### config.mk
export PLATFORM = sky130hd
export DESIGN_NAME = psc_sensor_regs_flat
export DESIGN_NICKNAME = d
export VERILOG_FILES = /design/src/core/psc_pkg.sv /design/src/core/psc_if.sv /design/src/core/psc_sensor_regs.sv /design/src/flat_wrapper.sv
export SDC_FILE = /design/constraint.sdc
export NUM_CORES = 2
export LEC_CHECK = 0
export ABC_AREA = 1
export CORE_MARGIN = 2
export CORE_UTILIZATION = 51
export CTS_CLUSTER_DIAMETER = 80
export DETAILED_ROUTE_END_ITERATION = 16
export DONT_BUFFER_PORTS = 1
export HOLD_SLACK_MARGIN = 0.1
export MAX_ROUTING_LAYER = met4
export PLACE_DENSITY = 0.66
export REMOVE_ABC_BUFFERS = 1
export SYNTH_ARGS = -nofsm -noshare
export SYNTH_HDL_FRONTEND = slang
export SYNTH_SLANG_ARGS = --single-unit
### constraint.sdc
create_clock -name pclk -period 18.4 [get_ports pclk]
set_clock_uncertainty 0.1 [all_clocks]
set_input_delay 1.84 -clock pclk [delete_from_list [all_inputs] [get_ports pclk]]
set_output_delay 1.84 -clock pclk [all_outputs]
set_load 0.01 [all_outputs]
### src/core/psc_pkg.sv
// Shared constants and types for the pressure sensor configuration link
// Behaviour
// - Range limits stay in calibrated unit always
// - Scale factor at 83 multiplies reading
// - Unit code in bits 7..0 of 84
// - Relative mode subtracts stored offset
// - Offset at 87, host writable
// - Status bit 11 captures reading as offset
// - Status bit 12 enables relative mode
// - Auto-mode request during acquisition sets overrun
// - Averaging exponents at 82, bytes 1 and 0
// - Delivered exponents: pressure 2, temperature 1
// - Acquisition 2.12ms times exponent powers plus 10.60ms; code uses 2.12us and 10.60us
// - Manual request time excluded from estimate
// - Status bit 9 interleave, exponents zero first
// - Interleave acquisition typically 10 ms; code uses a fixed 10 us
// - Span trim 68, zero trim 69, read/write
// - Host computes new trims from measured slope
// - Recalibration points below 10%, above 90%
// - Date at 72: year, month, day
// - Key 4118 unlocks, zero relocks
// - Status bit 5 saves configuration
// - Configuration writes take effect immediately
package psc_pkg;
    localparam logic [6:0] REG_STATUS = 7'h00;
    localparam logic [6:0] REG_COMP = 7'h01;
    localparam logic [6:0] REG_ACCESS = 7'h05;
    localparam logic [6:0] REG_MAX = 7'h40;
    localparam logic [6:0] REG_MIN = 7'h41;
    localparam logic [6:0] REG_SPAN = 7'h44;
    localparam logic [6:0] REG_ZERO = 7'h45;
    localparam logic [6:0] REG_DATE = 7'h48;
    localparam logic [6:0] REG_AVG = 7'h52;
    localparam logic [6:0] REG_SCALE = 7'h53;
    localparam logic [6:0] REG_UNIT = 7'h54;
    localparam logic [6:0] REG_TARE = 7'h57;
    localparam int B_CONV = 0;
    localparam int B_WENB = 3;
    localparam int B_SAVE = 5;
    localparam int B_AUTO = 8;
    localparam int B_INTL = 9;
    localparam int B_OVERRUN = 10;
    localparam int B_SETTARE = 11;
    localparam int B_TARE = 12;
    localparam logic [31:0] ACCESS_KEY = 32'h0000_1016;
    localparam logic [31:0] ZERO32 = 32'h0000_0000;
    localparam logic [31:0] AVG_RESET = 32'h0000_0201;
    localparam logic [31:0] SCALE_RESET = 32'h0001_0000;
    localparam logic [31:0] UNIT_RESET = 32'h0000_0002;
    localparam logic [31:0] SPAN_RESET = 32'h0001_0000;
    localparam int SCALE_FRAC = 16;
    localparam int CLK_HZ = 25_000_000;
    localparam int STEP_NS = 2120;
    localparam int BASE_NS = 10600;
    localparam int INTL_NS = 10000;
    localparam int CLK_NS = 1_000_000_000 / CLK_HZ;
    localparam int STEP_CYC = STEP_NS / CLK_NS;
    localparam int BASE_CYC = BASE_NS / CLK_NS;
    localparam int INTL_CYC = INTL_NS / CLK_NS;
    localparam logic [7:0] EXP_MAX = 8'h10;
    localparam logic [31:0] ONE32 = 32'h0000_0001;
    // Host command codes
    typedef enum logic [1:0] {
        psc_cmd_idle_t_v,
        psc_cmd_write,
        psc_cmd_read
    } psc_cmd_t;
endpackage : psc_pkg

### src/core/psc_if.sv
// Register access link between sensor register set and host
interface psc_if (
    input wire logic pclk,
    input wire logic presetn
);
    logic req;
    logic wr;
    logic [6:0] addr;
    logic [31:0] wdata;
    logic ack;
    logic [31:0] rdata;
    modport dev (input pclk, presetn, req, wr, addr, wdata,
        output ack, rdata);
    modport host (input pclk, presetn, ack, rdata,
        output req, wr, addr, wdata);
endinterface : psc_if

### src/core/psc_sensor_regs.sv
// Sensor-side configuration register set with acquisition timing
module psc_sensor_regs
    import psc_pkg::*;
(
    // Link
    psc_if.dev lnk,
    // Measurement side
    input wire logic [31:0] raw_pressure,
    input wire logic [31:0] range_max,
    input wire logic [31:0] range_min,
    input wire logic acq_tick,
    output logic [31:0] compensated_pressure,
    output logic acquiring,
    output logic nvm_save,
    output logic [31:0] span_trim,
    output logic [31:0] zero_trim
);
    typedef struct packed {
        logic [31:0] status;
        logic unlocked;
        logic [31:0] span;
        logic [31:0] zero;
        logic [31:0] date;
        logic [31:0] avg;
        logic [31:0] scale;
        logic [31:0] unit;
        logic [31:0] tare;
        logic [31:0] comp;
        logic [31:0] cnt;
        logic busy;
        logic save;
        logic ack;
        logic [31:0] rdata;
    } psc_dev_st_t;

    psc_dev_st_t st_ff;
    psc_dev_st_t nxt_st;

    function automatic logic [31:0] pow2(input logic [7:0] e);
        logic [7:0] c;
        c = (e > EXP_MAX) ? EXP_MAX : e;
        pow2 = ONE32 << c;
    endfunction : pow2

    function automatic logic [31:0] acq_cycles(input logic [31:0] a,
        input logic intl);
        logic [31:0] s;
        s = pow2(a[15:8]) + pow2(a[7:0]);
        if (intl) begin
            acq_cycles = 32'(INTL_CYC);
        end else begin
            acq_cycles = 32'(s * 32'(STEP_CYC)) + 32'(BASE_CYC);
        end
    endfunction : acq_cycles

    logic [63:0] scaled;
    logic [31:0] rel;
    logic wr_cfg;
    logic acq_done;
    logic ovr_set;

    always_comb begin
        nxt_st = st_ff;
        nxt_st.ack = 1'b0;
        nxt_st.save = 1'b0;
        wr_cfg = lnk.req && lnk.wr && st_ff.unlocked;
        acq_done = st_ff.busy && (st_ff.cnt <= ONE32);
        ovr_set = st_ff.status[B_AUTO] && acq_tick && st_ff.busy;
        // Relative value and scaling
        rel = st_ff.status[B_TARE] ? raw_pressure - st_ff.tare
            : raw_pressure;
        scaled = 64'(rel) * 64'(st_ff.scale);
        // Acquisition timing; manual time counted from request taken
        if (st_ff.busy) begin
            if (acq_done) begin
                nxt_st.busy = 1'b0;
                nxt_st.comp = scaled[SCALE_FRAC+31:SCALE_FRAC];
                nxt_st.status[B_CONV] = 1'b1;
            end else begin
                nxt_st.cnt = st_ff.cnt - ONE32;
            end
        end
        // Auto-update request
        if (st_ff.status[B_AUTO] && acq_tick) begin
            if (ovr_set) begin
                nxt_st.status[B_OVERRUN] = 1'b1;
            end else begin
                nxt_st.busy = 1'b1;
                nxt_st.cnt = acq_cycles(st_ff.avg, st_ff.status[B_INTL]);
            end
        end

        // Host register access
        if (lnk.req && !st_ff.ack) begin
            nxt_st.ack = 1'b1;
            nxt_st.rdata = ZERO32;
            if (lnk.wr) begin
                case (lnk.addr)
                    REG_ACCESS: begin
                        nxt_st.unlocked = (lnk.wdata == ACCESS_KEY);
                    end
                    REG_STATUS: begin
                        if (lnk.wdata[B_CONV] && !st_ff.busy) begin
                            nxt_st.status[B_CONV] = 1'b0;
                            nxt_st.busy = 1'b1;
                            nxt_st.cnt = acq_cycles(st_ff.avg,
                                lnk.wdata[B_INTL]);
                        end
                        nxt_st.status[B_AUTO] = lnk.wdata[B_AUTO];
                        nxt_st.status[B_INTL] = lnk.wdata[B_INTL];
                        nxt_st.status[B_TARE] = lnk.wdata[B_TARE];
                        // Overrun set wins over a clear in one cycle
                        if (!lnk.wdata[B_OVERRUN] && !ovr_set) begin
                            nxt_st.status[B_OVERRUN] = 1'b0;
                        end
                        if (lnk.wdata[B_SETTARE]) begin
                            nxt_st.tare = st_ff.comp;
                        end
                        if (lnk.wdata[B_SAVE] && st_ff.unlocked) begin
                            nxt_st.save = 1'b1;
                        end
                    end
                    REG_SPAN: begin
                        if (wr_cfg) begin
                            nxt_st.span = lnk.wdata;
                        end
                    end
                    REG_ZERO: begin
                        if (wr_cfg) begin
                            nxt_st.zero = lnk.wdata;
                        end
                    end
                    REG_DATE: begin
                        if (wr_cfg) begin
                            nxt_st.date = lnk.wdata;
                        end
                    end
                    REG_AVG: begin
                        if (wr_cfg) begin
                            nxt_st.avg = {16'h0000, lnk.wdata[15:0]};
                        end
                    end
                    REG_SCALE: begin
                        if (wr_cfg) begin
                            nxt_st.scale = lnk.wdata;
                        end
                    end
                    REG_UNIT: begin
                        if (wr_cfg) begin
                            nxt_st.unit = {24'h000000, lnk.wdata[7:0]};
                        end
                    end
                    REG_TARE: begin
                        if (wr_cfg) begin
                            nxt_st.tare = lnk.wdata;
                        end
                    end
                    default: begin
                    end
                endcase
            end else begin
                case (lnk.addr)
                    REG_STATUS: begin
                        nxt_st.rdata = st_ff.status;
                        nxt_st.rdata[B_WENB] = st_ff.unlocked;
                    end
                    REG_COMP: begin
                        nxt_st.rdata = st_ff.comp;
                        if (st_ff.status[B_AUTO] && !acq_done) begin
                            nxt_st.status[B_CONV] = 1'b0;
                        end
                    end
                    REG_MAX: nxt_st.rdata = range_max;
                    REG_MIN: nxt_st.rdata = range_min;
                    REG_SPAN: nxt_st.rdata = st_ff.span;
                    REG_ZERO: nxt_st.rdata = st_ff.zero;
                    REG_DATE: nxt_st.rdata = st_ff.date;
                    REG_AVG: nxt_st.rdata = st_ff.avg;
                    REG_SCALE: nxt_st.rdata = st_ff.scale;
                    REG_UNIT: nxt_st.rdata = st_ff.unit;
                    REG_TARE: nxt_st.rdata = st_ff.tare;
                    default: nxt_st.rdata = ZERO32;
                endcase
            end
        end
    end

    always_ff @(posedge lnk.pclk or negedge lnk.presetn) begin
        if (!lnk.presetn) begin
            st_ff <= '0;
            st_ff.avg <= AVG_RESET;
            st_ff.scale <= SCALE_RESET;
            st_ff.unit <= UNIT_RESET;
            st_ff.span <= SPAN_RESET;
            st_ff.status <= ONE32;
        end else begin
            st_ff <= nxt_st;
        end
    end

    assign lnk.ack = st_ff.ack;
    assign lnk.rdata = st_ff.rdata;
    assign compensated_pressure = st_ff.comp;
    assign acquiring = st_ff.busy;
    assign nvm_save = st_ff.save;
    assign span_trim = st_ff.span;
    assign zero_trim = st_ff.zero;
endmodule : psc_sensor_regs

### src/flat_wrapper.sv
// flat-port wrapper written by rule: the top's interface ports become plain ports
module psc_sensor_regs_flat import psc_pkg::*;
  (raw_pressure, range_max, range_min, acq_tick, compensated_pressure, acquiring, nvm_save, span_trim, zero_trim, pclk, presetn, lnk_req, lnk_wr, lnk_addr, lnk_wdata, lnk_ack, lnk_rdata);
  psc_if lnk_i (.pclk(pclk), .presetn(presetn));
  input wire logic [31:0] raw_pressure;
  input wire logic [31:0] range_max;
  input wire logic [31:0] range_min;
  input wire logic acq_tick;
  output logic [31:0] compensated_pressure;
  output logic acquiring;
  output logic nvm_save;
  output logic [31:0] span_trim;
  output logic [31:0] zero_trim;
  input wire logic pclk;
  input wire logic presetn;
  input wire logic [$bits(lnk_i.req)-1:0] lnk_req;
  input wire logic [$bits(lnk_i.wr)-1:0] lnk_wr;
  input wire logic [$bits(lnk_i.addr)-1:0] lnk_addr;
  input wire logic [$bits(lnk_i.wdata)-1:0] lnk_wdata;
  output wire logic [$bits(lnk_i.ack)-1:0] lnk_ack;
  output wire logic [$bits(lnk_i.rdata)-1:0] lnk_rdata;
  assign lnk_i.req = lnk_req;
  assign lnk_i.wr = lnk_wr;
  assign lnk_i.addr = lnk_addr;
  assign lnk_i.wdata = lnk_wdata;
  assign lnk_ack = lnk_i.ack;
  assign lnk_rdata = lnk_i.rdata;
  psc_sensor_regs u_core (.lnk(lnk_i), .raw_pressure(raw_pressure), .range_max(range_max), .range_min(range_min), .acq_tick(acq_tick), .compensated_pressure(compensated_pressure), .acquiring(acquiring), .nvm_save(nvm_save), .span_trim(span_trim), .zero_trim(zero_trim));
endmodule
# [Word level (Yosys, flattened, before mapping)]
# Index checks and enable logic that the tools add are counted.
[word_totals] ff_bits=289 latchBits=0 ram_bits=0 mem_bits_ro=0 input_bits=140 out_inout_bits=131 elab_cells=116 n_memories=0
[op_classes] add_sub_neg=4 n_mul=2 div_mod_pow=0 n_lt_le_gt_ge=3 eq_ne=14 shifts=2 mux=48 bitwise_logic=0 n_reduce_logical=27
[ops] op="two-way mux 32 bit" count=16
[ops] op="one-hot mux 32 bit (11 select lines)" count=1
[ops] op="two-way mux 226 bit" count=1
[ops] op="two-way mux 225 bit" count=1
[ops] op="two-way mux 33 bit" count=4
[ops] op="two-way mux 34 bit" count=2
[ops] op="two-way mux 67 bit" count=1
[ops] op="one-hot mux 32 bit (2 select lines)" count=1
[ops] op="<< shifter 1 x 8 -> 32 bit, first input constant" count=2
[ops] op="equality test 7 bit, second input constant" count=9
[ops] op="multiplier 32 x 32 -> 48 bit" count=1
[ops] op="adder 32 bit" count=1
[ops] op="adder 32 x 9 -> 32 bit, second input constant" count=1
[ops] op="equality test 32 x 13 -> 1 bit, second input constant" count=1
[ops] op="<= comparator 32 x 1 -> 1 bit, second input constant" count=1
[ops] op="multiplier 32 x 6 -> 32 bit, second input constant" count=1
[ops] op="two-way mux 16 bit" count=2
[ops] op="subtractor 32 x 1 -> 32 bit, second input constant" count=1
[ops] op="subtractor 32 bit" count=1
[ops] op="two-way mux 8 bit" count=3
[ops] op="AND reduction 4 bit" count=6
[ops] op="greater-than comparator 8 x 5 -> 1 bit, second input constant" count=2
[ops] op="two-way mux 1 bit" count=13
[ops] op="logical AND 1 bit" count=10
[ops] op="11 further kinds" count=18

# [Logic depth before layout (Yosys ltp)]
[depth] depth_word=13 mapped_depth=47 ltp_nobuf=47

# [Worst setup path after synthesis]
# OpenSTA, ideal clock, no wires.
[synth_timing] kind="in2reg" startpoint="in raw_pressure[0]" endpoint="reg u_core.st_ff, in the netlist u_core.compensated_pressure[17]" t_arrival_ns=9.639 required_time_ns=18.172 setup_slack_ns=8.533 path_stages=42 path_buffers=2 path_cell_list="inv_1 -> ha_1 -> fa_1 -> inv_1 -> nand3_1 -> nand3_2 -> nand2_1 -> nand3_1 -> nand3_1 -> nand2_1 -> clkbuf_1 -> buf_1 -> nand2_1 -> fa_1 -> inv_1 -> fa_1 -> inv_1 -> fa_1 -> [... 6 more ...] -> fa_1 -> inv_1 -> fa_1 -> inv_1 -> ha_1 -> a21oi_1 -> inv_1 -> a211oi_1 -> o21ai_0 -> a21oi_1 -> inv_1 -> a21oi_1 -> inv_1 -> nand3_1 -> nand2_1 -> or2_0 -> nand3_1 -> o21ai_1"
[synth_between] elab_chain_cells=3
[synth_rtl] element="start, declared" line_no="flat_wrapper.sv:5" rtl="input wire logic [31:0] raw_pressure;"
[synth_rtl] element="subtractor 32 bit" line_no="psc_sensor_regs.sv:70" rtl="rel = st_ff.status[B_TARE] ? raw_pressure - st_ff.tare"
[synth_rtl] element="two-way mux 32 bit *" line_no="psc_sensor_regs.sv:70"
[synth_rtl] element="multiplier 32 x 32 -> 48 bit *" line_no="psc_sensor_regs.sv:72" rtl="scaled = 64'(rel) * 64'(st_ff.scale);"
[synth_rtl] element="end signal, assigned" line_no="psc_sensor_regs.sv:197" rtl="st_ff <= nxt_st;"
[synth_rtl] element="end, declared" line_no="psc_sensor_regs.sv:36" rtl="psc_dev_st_t st_ff;"
# Every way passes the cells marked *; elsewhere a longest branch is shown, timed or not.
# A chain may end at the register's enable or synchronous reset.

# [Worst setup path after layout]
[layout_timing] startpoint="in raw_pressure[0]" endpoint="reg u_core.st_ff, in the netlist u_core.compensated_pressure[20]"
# The elaborated chain is that of the path after synthesis.

==> metrics.md <==
| Metric | Value |
|---|---|
| Detailed placer's ending HPWL | 142000 µm |
| Worst Setup End Kind | flop |
| Element type at the critical path start | input port |
| Worst hold-check slack | 0.385 ns |
| Yosys warnings | 0 |
| CTS Root Buffer Type | sky130_fd_sc_hd__clkbuf_16 |
| Post-Synth XOR/XNOR Area | 1.69% |
| Final setup violation count | 0 |
| Nets@finish | 7621 |
| Num CTS Buffers | 31 |
| Combined buffer and inverter count along the critical path | 12 |
| Setup TNS after final layout | 0 ns |
| Relative slew margins | 15.9% |
| CP Data Required Time | 18.80 ns |
| Count of unresolved DRC violations after routing | 0 |
| Portion of netlist area occupied by mux cells | 0% |
| Critical path depth in cells | 44 |
| Final weighted congestion in routability-driven placement | 1.07 |
| Area fraction in compound gates after synthesis | 9.35% |
| Adder and majority gate portion of the synthesized area | 41.2% |
| Power density normalized to cell area | 50.6 nW/µm² |
| CTS tree | built |
| Worst Hold Path Cells | 2 |
| Combinational power share | 48.5% |
| Sequential share of power | 25.1% |
| Distinct cells, synth | 69 |
| Internal Dissipation | 1.41 mW |
| Initial standard-cell utilization of the core | 51.5% |
| Simple-gate portion of the synthesized area | 19.4% |
| Outcome | finished, final reports clean |
| FF-to-FF path depth | 43 |
| Average cell area after synthesis | 7.78 µm² |
| Delay-heaviest family, CP | adder cells |
| Minimum period implied by the final worst setup slack | 10.66 ns |
| Net switching component of the power | 1.24 mW |
| Main synth FF type | sky130_fd_sc_hd__dfrtp_1 |
| Largest stage delay, worst path | 0.57 ns |
| Maximum clock insertion buffer count | 3 |
| Post-CTS Resized | 0 |
| Global-route wire length before repair | 270000 µm |
| Switching Share | 46.9% |
| Area grow syn2layout | 3.24% |
| Average wire per standard cell | 22.9 µm |
| Buffer count from post-CTS setup fixing | 0 |
| Overall overflow remaining after global route | 0 |
| Clk pwr share | 26.4% |
| CP most frequent cell | sky130_fd_sc_hd__inv_1 |
| Initial DRC count | 3517 |
| Antenna violations before repair | 5 |
| # IOs | 271 |
| Crit path arrival time | 11.05 ns |
| Maximum fanout along the worst path | 25 |
| Total number of H-tree levels | 1 |
| Maximum number of pins on one net before global-route repair | 290 |
| Leakage dissipation | 26.1 nW |
| Full die area | 102000 µm² |
| Floorplan die height | 319 µm |
| ANT nets after route | 0 |
| Synthesized instance count | 6524 |
| Number of clock sinks | 289 |
| Final Hold Vio Count | 0 |
| Seq cells post-synth | 289 |
| Slowest library cell on the worst path | sky130_fd_sc_hd__inv_2 |
| Std cell rows | 115 |
| GRT Overall Usage | 35.9% |
| Worst IR Drop VDD | 0.000103 V |
| Sequential area share after synthesis | 14.3% |
| Port buffer count | 0 |
| Detailed Routing Iterations Pass 1 | 6 |
| Worst min-delay path category | flop to flop |
| Layout cells sized above 1 | 4.85% |
| Critical setup path kind | input port to flop |
| Reg clk slew, reported paths | 0.07 ns |
| Via total after detailed routing | 43200 |
| Clock insertion delay at the later pin of the skew report | 0.63 ns |
| Core Box Area | 98400 µm² |
| Cell area after technology mapping | 50700 µm² |
| Total length of routed wires | 175000 µm |
| Async SR Flop Fraction | 100% |
| Number of inserted filler cells in the final layout | 9516 |
| Number of enable-type register cells in the synthesized netlist | 0 |
| Width of the die | 319 µm |
| CTS Hold Buffers Added | 0 |
| Transition time at the pin with the least slew margin | 1.26 ns |
| Vias in the first global route | 44500 |
| FMAX | 93.8 MHz |
| Final Max Slew Viols | 0 |
| Maximum capacitance violations | 0 |
| Setup repair after global routing missed its margin | false |
| Dominant combinational cell family by area after synthesis | adder cells |
| Mean number of vias per cell | 5.67 |
| Final worst path period share | 57.9% |
Yosys cell counts, types with 4 or more instances:
cell	number	area, µm²
sky130_fd_sc_hd__clkbuf_1	188	706
sky130_fd_sc_hd__a21oi_2	8	70.1
sky130_fd_sc_hd__a22oi_1	4	30.0
sky130_fd_sc_hd__nand4_1	35	219
sky130_fd_sc_hd__dfrtp_1	283	7080
sky130_fd_sc_hd__nand2_2	14	87.6
sky130_fd_sc_hd__a31oi_1	12	75.1
sky130_fd_sc_hd__o21ai_2	11	96.3
sky130_fd_sc_hd__o211ai_1	11	82.6
sky130_fd_sc_hd__a21oi_1	180	901
sky130_fd_sc_hd__inv_1	1384	5190
sky130_fd_sc_hd__o21a_1	10	75.1
sky130_fd_sc_hd__a221oi_1	52	455
sky130_fd_sc_hd__buf_4	133	998
sky130_fd_sc_hd__ha_1	339	4240
sky130_fd_sc_hd__nand3_1	143	716
sky130_fd_sc_hd__o21bai_1	10	75.1
sky130_fd_sc_hd__nor2_2	16	100
sky130_fd_sc_hd__nor2_1	536	2010
sky130_fd_sc_hd__o22ai_1	21	131
sky130_fd_sc_hd__xnor2_1	40	350
sky130_fd_sc_hd__nor3_1	33	165
sky130_fd_sc_hd__nand3b_1	6	45.0
sky130_fd_sc_hd__o21ai_0	341	1710
sky130_fd_sc_hd__a22o_1	50	438
sky130_fd_sc_hd__xor2_1	54	473
sky130_fd_sc_hd__nor4_1	24	150
sky130_fd_sc_hd__nand3_2	19	190
sky130_fd_sc_hd__o31ai_1	5	37.5
sky130_fd_sc_hd__buf_2	22	110
sky130_fd_sc_hd__or2_2	39	244
sky130_fd_sc_hd__a32o_1	5	50.1
sky130_fd_sc_hd__inv_2	21	78.8
sky130_fd_sc_hd__dfstp_2	6	158
sky130_fd_sc_hd__o21ai_1	33	165
sky130_fd_sc_hd__a21o_1	4	30.0
sky130_fd_sc_hd__fa_1	831	16600
sky130_fd_sc_hd__clkinv_1	11	41.3
sky130_fd_sc_hd__o2111ai_1	8	70.1
sky130_fd_sc_hd__nand2_1	1516	5690
sky130_fd_sc_hd__buf_1	10	37.5
sky130_fd_sc_hd__a211oi_1	9	67.6
sky130_fd_sc_hd__nor3_2	6	60.1
layout make-up:
cell class / count / area [µm²] / share of cell area [%]
multi-input combinational: 4492 / 36500 / 69.7
clock inverter: 19 / 270 / 0.516
timing repair buffer: 80 / 601 / 1.15
antenna: 7 / 17.5 / 0.0334
sequential: 289 / 7240 / 13.8
clock buffer: 39 / 826 / 1.58
inverter: 1417 / 5320 / 10.2
tap: 1287 / 1610 / 3.07
metal layers:
metal / global-route usage (%) / routed length [µm] / up-vias
li1: - / - / 19200
met1: 46.7 / 70700 / 21600
met2: 54.0 / 77000 / 1997
met3: 8.90 / 18600 / 420
met4: 14.3 / 8510 / 0
met5: - / 0 / -
worst paths after layout:
path | end | slack [ns] | from
setup / recovery | u_core.compensated_pressure[20]$_DFFE_PN0P_ | 7.74 | raw_pressure[0]
hold / removal | u_core.st_ff[117]$_DFFE_PN0P_ | 0.39 | u_core.st_ff[117]$_DFFE_PN0P_
setup reg to reg | u_core.compensated_pressure[20]$_DFFE_PN0P_ | 8.56 | u_core.st_ff[99]$_DFFE_PN0P_
hold reg to reg | u_core.st_ff[117]$_DFFE_PN0P_ | 0.39 | u_core.st_ff[117]$_DFFE_PN0P_
max in group asynchronous | u_core.zero_trim[30]$_DFFE_PN0P_ | 16.38 | presetn
min in group asynchronous | u_core.st_ff[59]$_DFF_PN0_ | 0.84 | presetn
power groups by stage:
stage | logic (mW) | clock network (mW) | registers (mW)
6_report | 1.29 | 0.699 | 0.666
3_5_place_dp | 1.13 | 0 | 0.678
4_1_cts | 1.13 | 0.705 | 0.666
3_3_place_gp | 1.13 | 0 | 0.677
5_1_grt | 1.40 | 0.726 | 0.669
2_1_floorplan | 0.775 | 0 | 0.676
cells in the final DEF, fill, tap and decap left out, types with 9 or more instances in the layout:
cell type                   netlist  routed
sky130_fd_sc_hd__o21ai_2         11      17
sky130_fd_sc_hd__nand4_1         35      35
sky130_fd_sc_hd__ha_1           339     339
sky130_fd_sc_hd__o211ai_1        11      11
sky130_fd_sc_hd__conb_1           1      28
sky130_fd_sc_hd__inv_2           21      22
sky130_fd_sc_hd__o21ai_0        341     341
sky130_fd_sc_hd__a31oi_1         12      12
sky130_fd_sc_hd__a22o_1          50      50
sky130_fd_sc_hd__xor2_1          54      54
sky130_fd_sc_hd__o21ai_1         33      27
sky130_fd_sc_hd__clkinv_1        11      11
sky130_fd_sc_hd__a21oi_1        180     180
sky130_fd_sc_hd__nand3_2         19      19
sky130_fd_sc_hd__nand2_1       1516    1512
sky130_fd_sc_hd__fa_1           831     831
sky130_fd_sc_hd__nor4_1          24      24
sky130_fd_sc_hd__a221oi_1        52      52
sky130_fd_sc_hd__buf_4          133      80
sky130_fd_sc_hd__a211oi_1         9       9
sky130_fd_sc_hd__nand3_1        143     143
sky130_fd_sc_hd__dfrtp_1        283     281
sky130_fd_sc_hd__nor2_1         536     532
sky130_fd_sc_hd__o21a_1          10      10
sky130_fd_sc_hd__clkbuf_16        0      31
sky130_fd_sc_hd__or2_2           39      39
sky130_fd_sc_hd__o22ai_1         21      21
sky130_fd_sc_hd__nor2_2          16      17
sky130_fd_sc_hd__inv_1         1384    1383
sky130_fd_sc_hd__o21bai_1        10      10
sky130_fd_sc_hd__nand2_2         14      18
sky130_fd_sc_hd__nor3_1          33      32
sky130_fd_sc_hd__xnor2_1         40      40
sequential cells by signal, indices dropped and copies added (netlist names):
name and cells:
u_core.acquiring 1, u_core.compensated_pressure 32, u_core.lnk.ack 1, u_core.lnk.rdata 32, u_core.nvm_save 1, u_core.span_trim 32, u_core.st_ff 158, u_core.zero_trim 32
worst min-delay path, delay by kind of cell, from the launching register on:
| kind | cells | cell delay [ns] |
|---|---|---|
| AO/OA/AOI/OAI | 1 | 0.06 |
| flip-flops | 1 | 0.34 |
| AND/OR/NAND/NOR | 1 | 0.05 |
kinds of logic (layout without fill, tap and decap cells):
logic type / count (synthesis) / count (layout)
simple gates: 2405 / 2405
buf+inv: 1770 / 1555
fa+ha+maj: 1170 / 1170
compound gates: 793 / 793
flops: 289 / 289
xor+xnor: 96 / 96
other cells: 1 / 35
through the flow:
step	instance area (µm²)	power, mW	setup slack (ns)	cells	utilization (%)
3_5_place_dp	51300	1.81	7.21	7565	52.1
5_1_grt	52400	2.79	7.36	7629	53.2
3_3_place_gp	51300	1.80	7.25	7565	52.1
6_report	52400	2.65	7.74	7630	53.2
2_1_floorplan	49000	1.45	8.55	6198	-
4_1_cts	52400	2.50	7.82	7623	53.2
(Power assumes the default switching activity.)
